**src/hppc_map.svh**
```systemverilog
// Register offsets, field positions and reset values of the hub port power configuration
`ifndef HPPC_MAP_SVH
`define HPPC_MAP_SVH
`define HPPC_OFS_SP_PORT_OFF 8'h09
`define HPPC_OFS_BP_PORT_OFF 8'h0A
`define HPPC_OFS_SP_DRAW 8'h0B
`define HPPC_OFS_BP_DRAW 8'h0C
`define HPPC_OFS_CTRL_SP_CUR 8'h0D
`define HPPC_PORT_LSB 1
`define HPPC_PORT_MSB 4
`define HPPC_PORT_FIELD 8'h1E
`define HPPC_RST_PORT_OFF 8'h00
`define HPPC_RST_DRAW 8'h00
`define HPPC_RST_CTRL_SP_CUR 8'h32
`define HPPC_UNIT_MA 2
`endif

```
**src/hppc_pkg.sv**
```systemverilog
// Types shared by the hub port power configuration block
`default_nettype none
package hppc_pkg;
  typedef enum logic [1:0] {
    HPPC_MODE_BUS = 2'b01,
    HPPC_MODE_SELF = 2'b10
  } hppc_mode_t;
  typedef logic [7:0] hppc_byte_t;
  typedef logic [3:0] hppc_ports_t;
endpackage : hppc_pkg
`default_nettype wire

```
**src/hppc_config.sv**
```systemverilog
// Hub port power configuration bytes and their application
// What this block does
// - Bits four to one disable ports four..one
// - Offset 9 mask applies when self-powered
// - Offset A mask applies when bus-powered
// - Bits 7..5 reserved, bit 0 reads zero
// - Self-powered draw is offset B times 2mA
// - Bus-powered draw is offset C times 2mA
// - Controller self current offset D times 2mA
// - Controller self current defaults to fifty
// - Mode from select bit, or sense pin
// - Compound flag from the compound_device input
`timescale 1ns/1ps
`default_nettype none
`include "hppc_map.svh"
module hppc_config
  import hppc_pkg::*;
(
  // Clock and reset
  input wire logic clk,
  input wire logic arst_n,
  // Configuration load port
  input wire logic cfg_wr,
  input wire logic [7:0] cfg_addr,
  input wire logic [7:0] cfg_wdata,
  output logic [7:0] cfg_rdata,
  // Power mode controls
  input wire logic power_source_select,
  input wire logic dynamic_power_enable,
  input wire logic local_power_sense_pin,
  input wire logic compound_device,
  // Hub core port requests
  input wire logic [3:0] port_req,
  // Applied results
  output logic self_powered,
  output logic [3:0] port_enabled,
  output logic [3:0] port_granted,
  output logic [7:0] active_draw,
  output logic [9:0] active_draw_ma,
  output logic [9:0] controller_current_ma,
  output logic embedded_included
);
  hppc_byte_t sp_off_r, sp_off_nxt;
  hppc_byte_t bp_off_r, bp_off_nxt;
  hppc_byte_t sp_draw_r, sp_draw_nxt;
  hppc_byte_t bp_draw_r, bp_draw_nxt;
  hppc_byte_t ctl_cur_r, ctl_cur_nxt;
  hppc_mode_t mode_r, mode_nxt;
  logic [7:0] act_mask;
  logic [7:0] draw_r, draw_nxt;

  // Load port: one byte per strobe, reserved mask bits dropped
  always_comb begin
    sp_off_nxt = sp_off_r;
    bp_off_nxt = bp_off_r;
    sp_draw_nxt = sp_draw_r;
    bp_draw_nxt = bp_draw_r;
    ctl_cur_nxt = ctl_cur_r;
    if (cfg_wr) begin
      unique case (cfg_addr)
        `HPPC_OFS_SP_PORT_OFF: sp_off_nxt = cfg_wdata & `HPPC_PORT_FIELD;
        `HPPC_OFS_BP_PORT_OFF: bp_off_nxt = cfg_wdata & `HPPC_PORT_FIELD;
        `HPPC_OFS_SP_DRAW: sp_draw_nxt = cfg_wdata;
        `HPPC_OFS_BP_DRAW: bp_draw_nxt = cfg_wdata;
        `HPPC_OFS_CTRL_SP_CUR: ctl_cur_nxt = cfg_wdata;
        default: ;
      endcase
    end
  end

  // Mode choice: sense pin overrides the select bit under dynamic switching
  always_comb begin
    if (dynamic_power_enable) begin
      mode_nxt = local_power_sense_pin ? HPPC_MODE_SELF : HPPC_MODE_BUS;
    end else begin
      mode_nxt = power_source_select ? HPPC_MODE_SELF : HPPC_MODE_BUS;
    end
  end

  // Draw follows the next mode so it swaps on the same edge as self_powered
  always_comb begin
    draw_nxt = (mode_nxt == HPPC_MODE_SELF) ? sp_draw_nxt : bp_draw_nxt;
  end

  // Configuration bytes and applied mode
  always_ff @(posedge clk or negedge arst_n) begin
    if (!arst_n) begin
      sp_off_r <= `HPPC_RST_PORT_OFF;
      bp_off_r <= `HPPC_RST_PORT_OFF;
      sp_draw_r <= `HPPC_RST_DRAW;
      bp_draw_r <= `HPPC_RST_DRAW;
      ctl_cur_r <= `HPPC_RST_CTRL_SP_CUR;
      mode_r <= HPPC_MODE_BUS;
      draw_r <= `HPPC_RST_DRAW;
    end else begin
      sp_off_r <= sp_off_nxt;
      bp_off_r <= bp_off_nxt;
      sp_draw_r <= sp_draw_nxt;
      bp_draw_r <= bp_draw_nxt;
      ctl_cur_r <= ctl_cur_nxt;
      mode_r <= mode_nxt;
      draw_r <= draw_nxt;
    end
  end

  // Read-back; offsets off the map read zero
  always_comb begin
    unique case (cfg_addr)
      `HPPC_OFS_SP_PORT_OFF: cfg_rdata = sp_off_r;
      `HPPC_OFS_BP_PORT_OFF: cfg_rdata = bp_off_r;
      `HPPC_OFS_SP_DRAW: cfg_rdata = sp_draw_r;
      `HPPC_OFS_BP_DRAW: cfg_rdata = bp_draw_r;
      `HPPC_OFS_CTRL_SP_CUR: cfg_rdata = ctl_cur_r;
      default: cfg_rdata = 8'h00;
    endcase
  end

  // Applied mode and figures, each byte step is 2 mA
  assign self_powered = (mode_r == HPPC_MODE_SELF);
  assign act_mask = self_powered ? sp_off_r : bp_off_r;
  assign active_draw = draw_r;
  assign active_draw_ma = {1'b0, draw_r, 1'b0};
  assign controller_current_ma = {1'b0, ctl_cur_r, 1'b0};
  assign embedded_included = compound_device;

  // Disabled ports are never offered downstream
  hppc_port_gate u_gate (
    .port_off_mask(act_mask),
    .port_req(port_req),
    .port_enabled(port_enabled),
    .port_granted(port_granted)
  );

  // Mask storage and read-back
  AST_BIT0_ZERO: assert property (@(posedge clk) disable iff (!arst_n)
    sp_off_r[0] == 1'b0 && bp_off_r[0] == 1'b0) else $error("reserved bit set");
  AST_RSV_HIGH: assert property (@(posedge clk) disable iff (!arst_n)
    sp_off_r[7:5] == 3'h0 && bp_off_r[7:5] == 3'h0) else $error("reserved high bits set");
  AST_RD_BIT0: assert property (@(posedge clk) disable iff (!arst_n)
    (cfg_addr == `HPPC_OFS_SP_PORT_OFF || cfg_addr == `HPPC_OFS_BP_PORT_OFF) |-> cfg_rdata[0] == 1'b0)
    else $error("bit 0 read back set");

  // Read-back of each byte at its offset
  AST_RD_SP_OFF: assert property (@(posedge clk) disable iff (!arst_n)
    cfg_addr == `HPPC_OFS_SP_PORT_OFF |-> cfg_rdata == sp_off_r) else $error("self mask read wrong");
  AST_RD_BP_OFF: assert property (@(posedge clk) disable iff (!arst_n)
    cfg_addr == `HPPC_OFS_BP_PORT_OFF |-> cfg_rdata == bp_off_r) else $error("bus mask read wrong");
  AST_RD_SP_DRAW: assert property (@(posedge clk) disable iff (!arst_n)
    cfg_addr == `HPPC_OFS_SP_DRAW |-> cfg_rdata == sp_draw_r) else $error("self draw read wrong");
  AST_RD_BP_DRAW: assert property (@(posedge clk) disable iff (!arst_n)
    cfg_addr == `HPPC_OFS_BP_DRAW |-> cfg_rdata == bp_draw_r) else $error("bus draw read wrong");
  AST_RD_CUR: assert property (@(posedge clk) disable iff (!arst_n)
    cfg_addr == `HPPC_OFS_CTRL_SP_CUR |-> cfg_rdata == ctl_cur_r) else $error("current read wrong");

  // Each strobe lands in its own byte, and nothing moves without one
  AST_SP_OFF_WR: assert property (@(posedge clk) disable iff (!arst_n)
    cfg_wr && cfg_addr == `HPPC_OFS_SP_PORT_OFF |=> sp_off_r == ($past(cfg_wdata) & `HPPC_PORT_FIELD))
    else $error("self mask write lost");
  AST_BP_OFF_WR: assert property (@(posedge clk) disable iff (!arst_n)
    cfg_wr && cfg_addr == `HPPC_OFS_BP_PORT_OFF |=> bp_off_r == ($past(cfg_wdata) & `HPPC_PORT_FIELD))
    else $error("bus mask write lost");
  AST_SP_DRAW_WR: assert property (@(posedge clk) disable iff (!arst_n)
    cfg_wr && cfg_addr == `HPPC_OFS_SP_DRAW |=> sp_draw_r == $past(cfg_wdata))
    else $error("self draw write lost");
  AST_BP_DRAW_WR: assert property (@(posedge clk) disable iff (!arst_n)
    cfg_wr && cfg_addr == `HPPC_OFS_BP_DRAW |=> bp_draw_r == $past(cfg_wdata))
    else $error("bus draw write lost");
  AST_CUR: assert property (@(posedge clk) disable iff (!arst_n)
    cfg_wr && cfg_addr == `HPPC_OFS_CTRL_SP_CUR |=> controller_current_ma == {1'b0, $past(cfg_wdata), 1'b0})
    else $error("current wrong");
  AST_HOLD: assert property (@(posedge clk) disable iff (!arst_n)
    !cfg_wr |=> $stable(sp_off_r) && $stable(bp_off_r) && $stable(sp_draw_r) && $stable(bp_draw_r)
      && $stable(ctl_cur_r)) else $error("byte changed without a write");

  // Figures reported in mA
  AST_DRAW: assert property (@(posedge clk) disable iff (!arst_n)
    active_draw_ma == 10'(active_draw) * 10'h002 && active_draw == (self_powered ? sp_draw_r : bp_draw_r))
    else $error("draw wrong");
  AST_CUR_MA: assert property (@(posedge clk) disable iff (!arst_n)
    controller_current_ma == 10'(ctl_cur_r) * 10'(`HPPC_UNIT_MA)) else $error("current scale wrong");

  // Mode choice, byte swap and port gating
  AST_MODE_CODE: assert property (@(posedge clk) disable iff (!arst_n)
    mode_r == HPPC_MODE_BUS || mode_r == HPPC_MODE_SELF) else $error("mode code illegal");
  AST_DYN: assert property (@(posedge clk) disable iff (!arst_n)
    dynamic_power_enable |=> self_powered == $past(local_power_sense_pin)) else $error("sense ignored");
  AST_DYN_OVER: assert property (@(posedge clk) disable iff (!arst_n)
    dynamic_power_enable && power_source_select != local_power_sense_pin
      |=> self_powered == $past(local_power_sense_pin)) else $error("select not overridden");
  AST_SEL: assert property (@(posedge clk) disable iff (!arst_n)
    !dynamic_power_enable |=> self_powered == $past(power_source_select)) else $error("select ignored");
  AST_SWAP: assert property (@(posedge clk) disable iff (!arst_n)
    $changed(self_powered) |-> active_draw == (self_powered ? sp_draw_r : bp_draw_r)
      && port_enabled == ~act_mask[`HPPC_PORT_MSB:`HPPC_PORT_LSB]) else $error("bytes not swapped with mode");
  AST_SP_MASK: assert property (@(posedge clk) disable iff (!arst_n)
    self_powered |-> port_enabled == ~sp_off_r[4:1]) else $error("self mask wrong");
  AST_BP_MASK: assert property (@(posedge clk) disable iff (!arst_n)
    !self_powered |-> port_enabled == ~bp_off_r[4:1]) else $error("bus mask wrong");
  AST_PORT_BITS: assert property (@(posedge clk) disable iff (!arst_n)
    port_enabled == ~act_mask[`HPPC_PORT_MSB:`HPPC_PORT_LSB]) else $error("port bit order wrong");
  AST_GRANT: assert property (@(posedge clk) disable iff (!arst_n)
    (port_granted & ~port_enabled) == 4'h0) else $error("disabled port granted");
  AST_GRANT_AND: assert property (@(posedge clk) disable iff (!arst_n)
    port_granted == (port_req & port_enabled)) else $error("available port refused");
  AST_CMP: assert property (@(posedge clk) disable iff (!arst_n)
    embedded_included == compound_device) else $error("compound wrong");

  // Defaults while reset is held
  AST_RST_VAL: assert property (@(posedge clk)
    !arst_n |-> ctl_cur_r == `HPPC_RST_CTRL_SP_CUR && sp_off_r == `HPPC_RST_PORT_OFF
      && bp_off_r == `HPPC_RST_PORT_OFF && sp_draw_r == `HPPC_RST_DRAW && bp_draw_r == `HPPC_RST_DRAW)
    else $error("defaults not held in reset");
  AST_RST_PORTS: assert property (@(posedge clk)
    !arst_n |-> !self_powered && port_enabled == 4'hF) else $error("ports not free in reset");

  // Main scenarios
  COV_SWITCH: cover property (@(posedge clk) disable iff (!arst_n) $rose(self_powered));
  COV_DROP: cover property (@(posedge clk) disable iff (!arst_n) $fell(self_powered));
  COV_DIS: cover property (@(posedge clk) disable iff (!arst_n) port_req != 4'h0 && port_granted == 4'h0);
  COV_SENSE: cover property (@(posedge clk) disable iff (!arst_n)
    dynamic_power_enable && $changed(local_power_sense_pin));
  COV_CUR_WR: cover property (@(posedge clk) disable iff (!arst_n) cfg_wr && cfg_addr == `HPPC_OFS_CTRL_SP_CUR);
endmodule : hppc_config
`default_nettype wire

```
**src/hppc_port_gate.sv**
```systemverilog
// Per-port availability from the active disable mask
`timescale 1ns/1ps
`default_nettype none
`include "hppc_map.svh"
module hppc_port_gate
  import hppc_pkg::*;
(
  // Active disable byte
  input wire logic [7:0] port_off_mask,
  // Per-port request from the hub core
  input wire logic [3:0] port_req,
  // Results
  output logic [3:0] port_enabled,
  output logic [3:0] port_granted
);
  genvar gi;
  generate
    for (gi = 0; gi < 4; gi++) begin : g_port
      assign port_enabled[gi] = ~port_off_mask[gi + `HPPC_PORT_LSB];
      assign port_granted[gi] = port_req[gi] & port_enabled[gi];
    end
  endgenerate
endmodule : hppc_port_gate
`default_nettype wire

```
**config.mk**
```make
export PLATFORM = sky130hd
export DESIGN_NAME = hppc_config
export DESIGN_NICKNAME = d
export VERILOG_FILES = /design/src/hppc_pkg.sv /design/src/hppc_config.sv /design/src/hppc_port_gate.sv
export VERILOG_INCLUDE_DIRS = /design/src
export SDC_FILE = /design/constraint.sdc
export NUM_CORES = 1
export LEC_CHECK = 0
export ABC_AREA = 1
export ABC_CLOCK_PERIOD_IN_PS = 1350
export BUFFER_PORTS_ARGS = -buffer_cell sky130_fd_sc_hd__buf_4
export CAP_MARGIN = 20
export CORE_ASPECT_RATIO = 0.8
export CORE_UTILIZATION = 45
export DETAILED_ROUTE_END_ITERATION = 8
export PLACE_DENSITY = 0.79
export REMOVE_ABC_BUFFERS = 1
export SYNTH_ARGS = -nofsm -noshare
export SYNTH_HDL_FRONTEND = slang
export SYNTH_SLANG_ARGS = --single-unit
```
**constraint.sdc**
```tcl
create_clock -name clk -period 1.35 [get_ports clk]
set_input_delay 0.27 -clock clk [delete_from_list [all_inputs] [get_ports clk]]
set_output_delay 0.27 -clock clk [all_outputs]
set_load 0.02 [all_outputs]
```
# Word-level counts from Yosys, hierarchy flattened
# Index checks and enable logic that the tools add are counted.
word_totals:
  register_bits: 42
  elab_cells: 35
op_classes:
  n_reduce_logical: 3
  n_eq_ne: 7
  n_mux: 10
  bitwise: 8
ops:
  columns: ["operator", "count"]
  rows:
  - ["8-bit by 4-bit equality test with 1-bit output (second input constant)", 5]
  - ["8-bit 2-to-1 mux", 5]
  - ["8-bit one-hot mux with 5 select lines", 1]
  - ["2-bit 2-to-1 mux", 3]
  - ["2-bit AND reduction", 3]
  - ["5-bit 2-to-1 mux", 1]
  - ["1-bit AND", 4]
  - ["2-bit equality test (second input constant)", 2]
  - ["1-bit NOT", 4]

# Longest topological paths before layout
# Gate-level depths: netlist (run 1).
depth:
  word_depth: 4
  mapped_depth: 9

# By module
# Synthesis (run 1) repeated with hierarchy kept, for this count alone.
hier_totals:
  cells_unflattened: 313
  area_unflattened_um2: 2416.1
by_module_without_submodules:
  columns: ["module", "n_inst", "cells_each", "seq_area_each_um2", "area_per_inst_um2"]
  rows:
  - ["hppc_config", 1, 301, 1056.0, 2361.0]
  - ["hppc_port_gate", 1, 12, 0.0, 55.1]

# Worst setup path after synthesis (run 1)
# OpenSTA, ideal clock, no wires.
synth_timing:
  path_type: "reg2out"
  from: "reg mode_r[0]"
  to: "out port_granted[2]"
  slack_ns: -0.426
  required_time_ns: 1.080
  path_buffers: 0
  stages_incl_launch_ff: 4
  arrival_ns: 1.506
  cell_sequence: "dfstp_2 -> nor2_2 -> mux2i_1 -> and2_1"
synth_via:
  elab_chain_len: 4
synth_rtl:
  columns: ["element", "line", "text"]
  rows:
  - ["start, declared", "hppc_config.sv:48", "hppc_mode_t mode_r, mode_nxt;"]
  - ["start signal, assigned", "hppc_config.sv:101", "mode_r <= mode_nxt;"]
  - ["2-bit equality test", "hppc_config.sv:119", "assign self_powered = (mode_r == HPPC_MODE_SELF);"]
  - ["via self_powered", "hppc_config.sv:35", "output logic self_powered,"]
  - ["5-bit 2-to-1 mux", "hppc_config.sv:120", "assign act_mask = self_powered ? sp_off_r : bp_off_r;"]
  - ["1-bit NOT", "hppc_port_gate.sv:19", "assign port_enabled[gi] = ~port_off_mask[gi + `HPPC_PORT_LSB];"]
  - ["via port_enabled[2]", "hppc_config.sv:36", "output logic [3:0] port_enabled,"]
  - ["1-bit AND", "hppc_port_gate.sv:20", "assign port_granted[gi] = port_req[gi] & port_enabled[gi];"]
  - ["end, declared", "hppc_config.sv:37", "output logic [3:0] port_granted,"]
# The timed path passes the listed nets, and every way through them passes these cells.

# Worst setup path after layout (run 1)
layout_timing:
  from: "reg mode_r[1]"
  to: "out port_granted[2]"
layout_via:
  elab_chain_len: 4
layout_rtl:
  columns: ["element", "line"]
  rows:
  - ["2-bit equality test", "hppc_config.sv:119"]
  - ["5-bit 2-to-1 mux", "hppc_config.sv:120"]
  - ["1-bit NOT", "hppc_port_gate.sv:19"]
  - ["1-bit AND", "hppc_port_gate.sv:20"]
# Every way passes these cells.

==> results of run 1 <==
## through the flow
step	total power [W]	util, %
floorplan	0.00167	-
global placement	0.00194	57.8
detailed placement	0.00195	57.8
CTS	0.00298	65.1
global route	0.00314	67.5
finish	0.00302	67.5
## placed cells by master, fill, tap and decap left out, types with 2 or more instances in the layout
cell and instances:
and2_1 20, buf_4 77, buf_6 19, clkbuf_1 2
clkbuf_8 5, conb_1 4, dfrtp_1 38, dfstp_2 4
inv_1 37, inv_2 6, nand2_1 69, nand2_2 7
nand2_4 4, nand3_1 32, nand3_2 3, nand4_1 9
nor2_1 6, nor2_2 4, nor2_4 8, o211ai_1 4
o21ai_0 15, o21ai_1 6, o21ai_2 2
## power groups by stage
stage	combinational [W]	clock, W	sequential (W)
after floorplan	0.000212	0	0.00146
after global placement	0.000539	0	0.00140
after detailed placement	0.000547	0	0.00140
after CTS	0.000608	0.000992	0.00138
after global routing	0.000694	0.00106	0.00139
final	0.000639	0.000995	0.00138
## critical path: stages, from the launching register on
cell     delay [ns]
dfrtp_1        0.35
inv_2          0.05
nor2_4         0.21
mux2i_1        0.26
and2_1         0.18
buf_6          0.12
## final timing paths
check | from | to | slack, ns | cells past startpoint
min | cfg_wdata[7] | ctl_cur_r[7] | 0.18 | 3
max in group asynchronous | arst_n | ctl_cur_r[4] | 0.48 | 2
min in group asynchronous | arst_n | active_draw[3] | 0.49 | 2
max reg2reg | ctl_cur_r[4] | ctl_cur_r[4] | 0.45 | 3
max | mode_r[1] | port_granted[2] | -0.38 | 5
min reg2reg | ctl_cur_r[7] | ctl_cur_r[7] | 0.53 | 2
## state kept, by name (all words and copies together) (netlist names)
signal	flops
active_draw	8
bp_draw_r	8
ctl_cur_r	8
sp_draw_r	8
bp_off_r	4
sp_off_r	4
mode_r	2
## metal layers
| metal | track usage, % | vias to the layer above | part of all wire, % |
|---|---|---|---|
| met1 | 33.5 | 1157 | 41 |
| met2 | 40.9 | 114 | 50 |
| met4 | 5.17 | 0 | 1.2 |
| li1 | - | 1109 | - |
| met3 | 5.07 | 12 | 8.3 |
| met5 | 0 | - | 0 |
## area by class of cell
cell class	instances	share of cell area, %
inverters	46	5.55
repair buffers	100	25.7
clock buffers	7	2.26
clock inverters	1	0.889
multi-input cells	197	32.0
flip-flops and latches	42	31.2
well taps	62	2.30
## what timing repair did
action	CTS	global route
endpoints found under the hold margin	38	0
setup endpoints to repair	17	18
gates resized for setup	51	18
gates cloned	1	1
hold buffers	1	0
pin swaps	17	12
buffers inserted	7	8
## cells by family (layout without fill, tap and decap cells)
logic type             count (synthesis)  count (layout)  synth area share (%)
DFF                                   42              42                  45.1
muxes                                  1               1                 0.428
buffers and inverters                 66             154                  14.3
other                                  1               4                 0.160
AOI/OAI and AO/OA                     27              27                  6.36
and+or+nand+nor                      165             165                  33.6
==> results.yml, run 1 <==
status:
  status: "finished with violations"
  violations: "setup timing"
synth:
  synth_cells: 302
  yosysTopAreaCell: "dfrtp_1"
  yosys_warnings: 0
  synth_area_leaders: "dfrtp_1, nand2_1, nand3_1"
  ys_seq_area_share_pct: 45.1
  synth.avg_cell_area_sq_um: 7.75
  synth-edff-count: 0
  ys_ff_latch: 42
  synth_area_sq_mm: 0.00234
  synth_common_cells: "nand2_1, inv_1, dfrtp_1, nand3_1"
  async_reset_ff_share_pct: 100
  ys.flop_type: "dfrtp_1"
  yosysUniqueCellTypes: 24
  post-synth-top-count-cell: "nand2_1"
  netlist.area_leader.share_pct: 40.6
critical_path:
  path_max_fanout: 8
  cp.arrival_ns: 1.46
  cp-start-kind: "flip-flop"
  crit_required_ns: 1.08
  end_kind: "output port"
  path_class: "reg2out"
placement:
  portBuffers: 66
  placed_cells: 429
  routabilityCongestion: 0.839
  hpwlAfterDp_mm: 4.31
  dpl_worst_slack_ns: -0.230
  placedInstanceArea_sq_mm: 0.00290
grt:
  grt_pass1_vias: 2200
  grt_first_pass_wirelength_mm: 10.1
  grt_max_degree: 43
  grt_overflow_total: 0
  grt.total_usage_pct: 24.8
  antenna_found_initial: 0
sta:
  rsz0062_at_grt: "true"
  setup_viol: 17
  slew_viol_final: 0
  tightest_slew_ns: 0.534
  min_period_over_period_pct: 128
  slew_headroom_pct: 64.4
  hold_viol_final: 0
  setup_tns_ns: -3.59
  hold_slack_ns: 0.183
  setup_slack_ns: -0.379
  min_period_ns: 1.73
  clock.fmax_ghz: 0.578
  clock_skew_ns: 0.00177
floorplan:
  io_pins: 73
  die_h_um: 66.5
  row_count: 23
  start_util_pct: 46.7
  die_w_um: 82.6
  die_area_sq_mm: 0.00549
  core-area_sq_mm: 0.00501
clock_network:
  cts_buffer_depth: 2
  cts_buffers: 5
  clkLatencyLatePin_ns: 0.29
  cts-htree-levels: 2
  cts_tree: "done"
  clkTransAtPathRegs_ns: 0.08
  cts.sinks: 42
  clock_tree.root_cell: "clkbuf_8"
power:
  power_frac_comb_pct: 21.2
  pwr-share-seq_pct: 45.8
  vdd_drop_max_uv: 515
  p_sw_w: 0.000851
  powerDensity_mw_per_mm2: 893
  p_int_w: 0.00217
  p_leak_nw: 1.73
  swShare_pct: 28.2
  p_clk_share_pct: 33.0
route:
  vias: 2392
  drc: 0
  vias_per_cell: 5.26
  wire_per_inst_um: 15.2
  first_pass_iters: 4
  drt_iter0_markers: 195
  detail-route-antenna-nets: 0
  wirelength_mm: 6.91
flow_run:
  max-cap-violations: 0
final_layout:
  multi_input_area_sq_mm: 0.00108
  syn_to_final_growth_pct: 44.4
  drive_gt1_share_pct: 37.9
  diodes: 0
  seqCellArea_sq_mm: 0.00106
  final_cells: 455
  num-fill-cells: 398
  design_area_sq_mm: 0.00338
  nets: 419
hold_path:
  hold_class: "in2reg"
Power figures use the tool's default switching activity.
==> run 2: changes to the inputs <==
Settings changed: CORE_UTILIZATION 45 to 40, PLACE_DENSITY 0.79 to 0.72, REMOVE_ABC_BUFFERS 1 to default.
==> results.yml, run 2 (synthesized netlist as in run 1, its figures left out) <==
sta:
  tightest_slew_ns: 0.540
  clock.fmax_ghz: 0.583
  setup_slack_ns: -0.366
  min_period_over_period_pct: 127
  min_period_ns: 1.72
  slew_headroom_pct: 64.0
  hold_viol_final: 0
  clock_skew_ns: 0.00669
  setup_viol: 17
  slew_viol_final: 0
  rsz0062_at_grt: "true"
route:
  first_pass_iters: 4
  drc: 0
  vias_per_cell: 4.85
  detail-route-antenna-nets: 0
  wirelength_mm: 6.70
  drt_iter0_markers: 170
  wire_per_inst_um: 14.1
  vias: 2299
grt:
  grt.total_usage_pct: 22.4
  grt_max_degree: 43
  antenna_found_initial: 0
  grt_overflow_total: 0
  grt_pass1_vias: 2249
  grt_first_pass_wirelength_mm: 10.4
final_layout:
  syn_to_final_growth_pct: 51.6
  nets: 422
  num-fill-cells: 459
  mostFrequentLayoutCell: "buf_4"
  diodes: 0
  final_cell_mix: "buf_4, nand2_1, dfrtp_1"
  final_cells: 474
  drive_gt1_share_pct: 43.9
critical_path:
  regToRegStartpoint: "sp_draw_r[3]"
  r2r-end: "sp_draw_r[3]"
  crit_required_ns: 1.08
  path_max_fanout: 5
  path_class: "reg2out"
  rrSetupSlack_ns: 0.42
  critPathBufInv: 1
  critPathSlowestCell: "dfstp_2"
  crit_path_max_incr_delay_ns: 0.38
  cp-start-kind: "flip-flop"
  cp.arrival_ns: 1.45
  rr_worst_depth: 4
  worstPathCellList: "nor2_4 -> mux2i_4 -> and2_4 -> buf_6"
  end_kind: "output port"
  path_delay_family: "simple AND/OR/NAND/NOR gates"
placement:
  hpwlAfterDp_mm: 4.46
  portBuffers: 66
  routabilityCongestion: 0.806
  placed_cells: 448
floorplan:
  die_area_sq_mm: 0.00616
  die_w_um: 87.5
  die_h_um: 70.4
  io_pins: 73
  start_util_pct: 42.1
  core-area_sq_mm: 0.00556
  row_count: 24
status:
  status: "finished with violations"
  violations: "setup timing"
power:
  total_power_w: 0.00310
  p_leak_nw: 1.77
  vdd_drop_max_uv: 503
  powerDensity_mw_per_mm2: 873
clock_network:
  cts-htree-levels: 2
  clock_tree.root_cell: "clkbuf_8"
  cts_buffers: 5
  clkLatencyLatePin_ns: 0.31
  cts_buffer_depth: 2
  clkTransAtPathRegs_ns: 0.08
  cts.sinks: 42
  cts_tree: "done"
hold_path:
  min_to: "ctl_cur_r[6]"
  hold_class: "in2reg"
  min_path_cells: 3
  hp-start: "cfg_wdata[6]"
flow_run:
  max-cap-violations: 0
-- run 2: worst max-delay path by stage --
stage,to,slack (ns),cells past startpoint,startpoint
finish,port_granted[2],-0.37,4,mode_r[0]
global route,port_granted[2],-0.44,5,mode_r[1]
CTS,port_granted[0],-0.36,5,mode_r[0]
detailed placement,cfg_rdata[7],-0.26,9,cfg_addr[7]
global placement,cfg_rdata[5],-0.27,9,cfg_addr[7]
floorplan,port_granted[2],-0.16,4,mode_r[1]
-- run 2: through the flow --
| step | TNS (ns) | util [%] | hold slack [ns] | cell area (sq um) | setup WS [ns] |
|---|---|---|---|---|---|
| 3_3_place_gp | -5.80 | 54.1 | 0.292 | 3010 | -0.271 |
| 3_5_place_dp | -6.33 | 54.1 | 0.298 | 3010 | -0.261 |
| 5_1_grt | -4.63 | 63.9 | 0.176 | 3550 | -0.436 |
| 6_report | -3.72 | 63.9 | 0.173 | 3550 | -0.366 |
| 4_1_cts | -3.73 | 61.1 | 0.174 | 3390 | -0.356 |
| 2_1_floorplan | -0.770 | - | -0.0256 | 2420 | -0.157 |
-- run 2: layout make-up --
cell class / count / area [sq um] / share of cell area, %
multi-input combinational: 197 / 1180 / 33.2
sequential: 42 / 1060 / 29.8
timing repair buffer: 103 / 918 / 25.9
inverter: 46 / 190 / 5.36
tap: 78 / 97.6 / 2.75
clock buffer: 7 / 76.3 / 2.15
clock inverter: 1 / 30.0 / 0.847
-- run 2: timing repair --
item / CTS / global route
resized for setup: 52 / 30
pin swaps: 26 / 18
setup buffers: 12 / 6
endpoints found under the hold margin: 38 / 0
hold buffers: 1 / 0
endpoints found under the setup margin: 17 / 34
-- run 2: per-layer routing --
metal  GRT usage (%)  vias up  share of wire, %  routed length [um]
li1                -     1116                 -                   -
met1            30.9     1097                45                2990
met2            35.4       76                47                3170
met3            4.02       10               6.5                 436
met4            7.29        0               1.6                 105
met5               0        -                 0                   0
-- run 2: power breakdown --
group	total, W	switching, W	internal (W)
logic	0.000703	0.000384	0.000319
registers	0.00139	0.0000472	0.00134
clock network	0.00101	0.000456	0.000554
-- run 2: tightest hold or removal path: stages --
cell,delay [ns]
buf_4,0.08
nand2_1,0.04
nand2_1,0.05
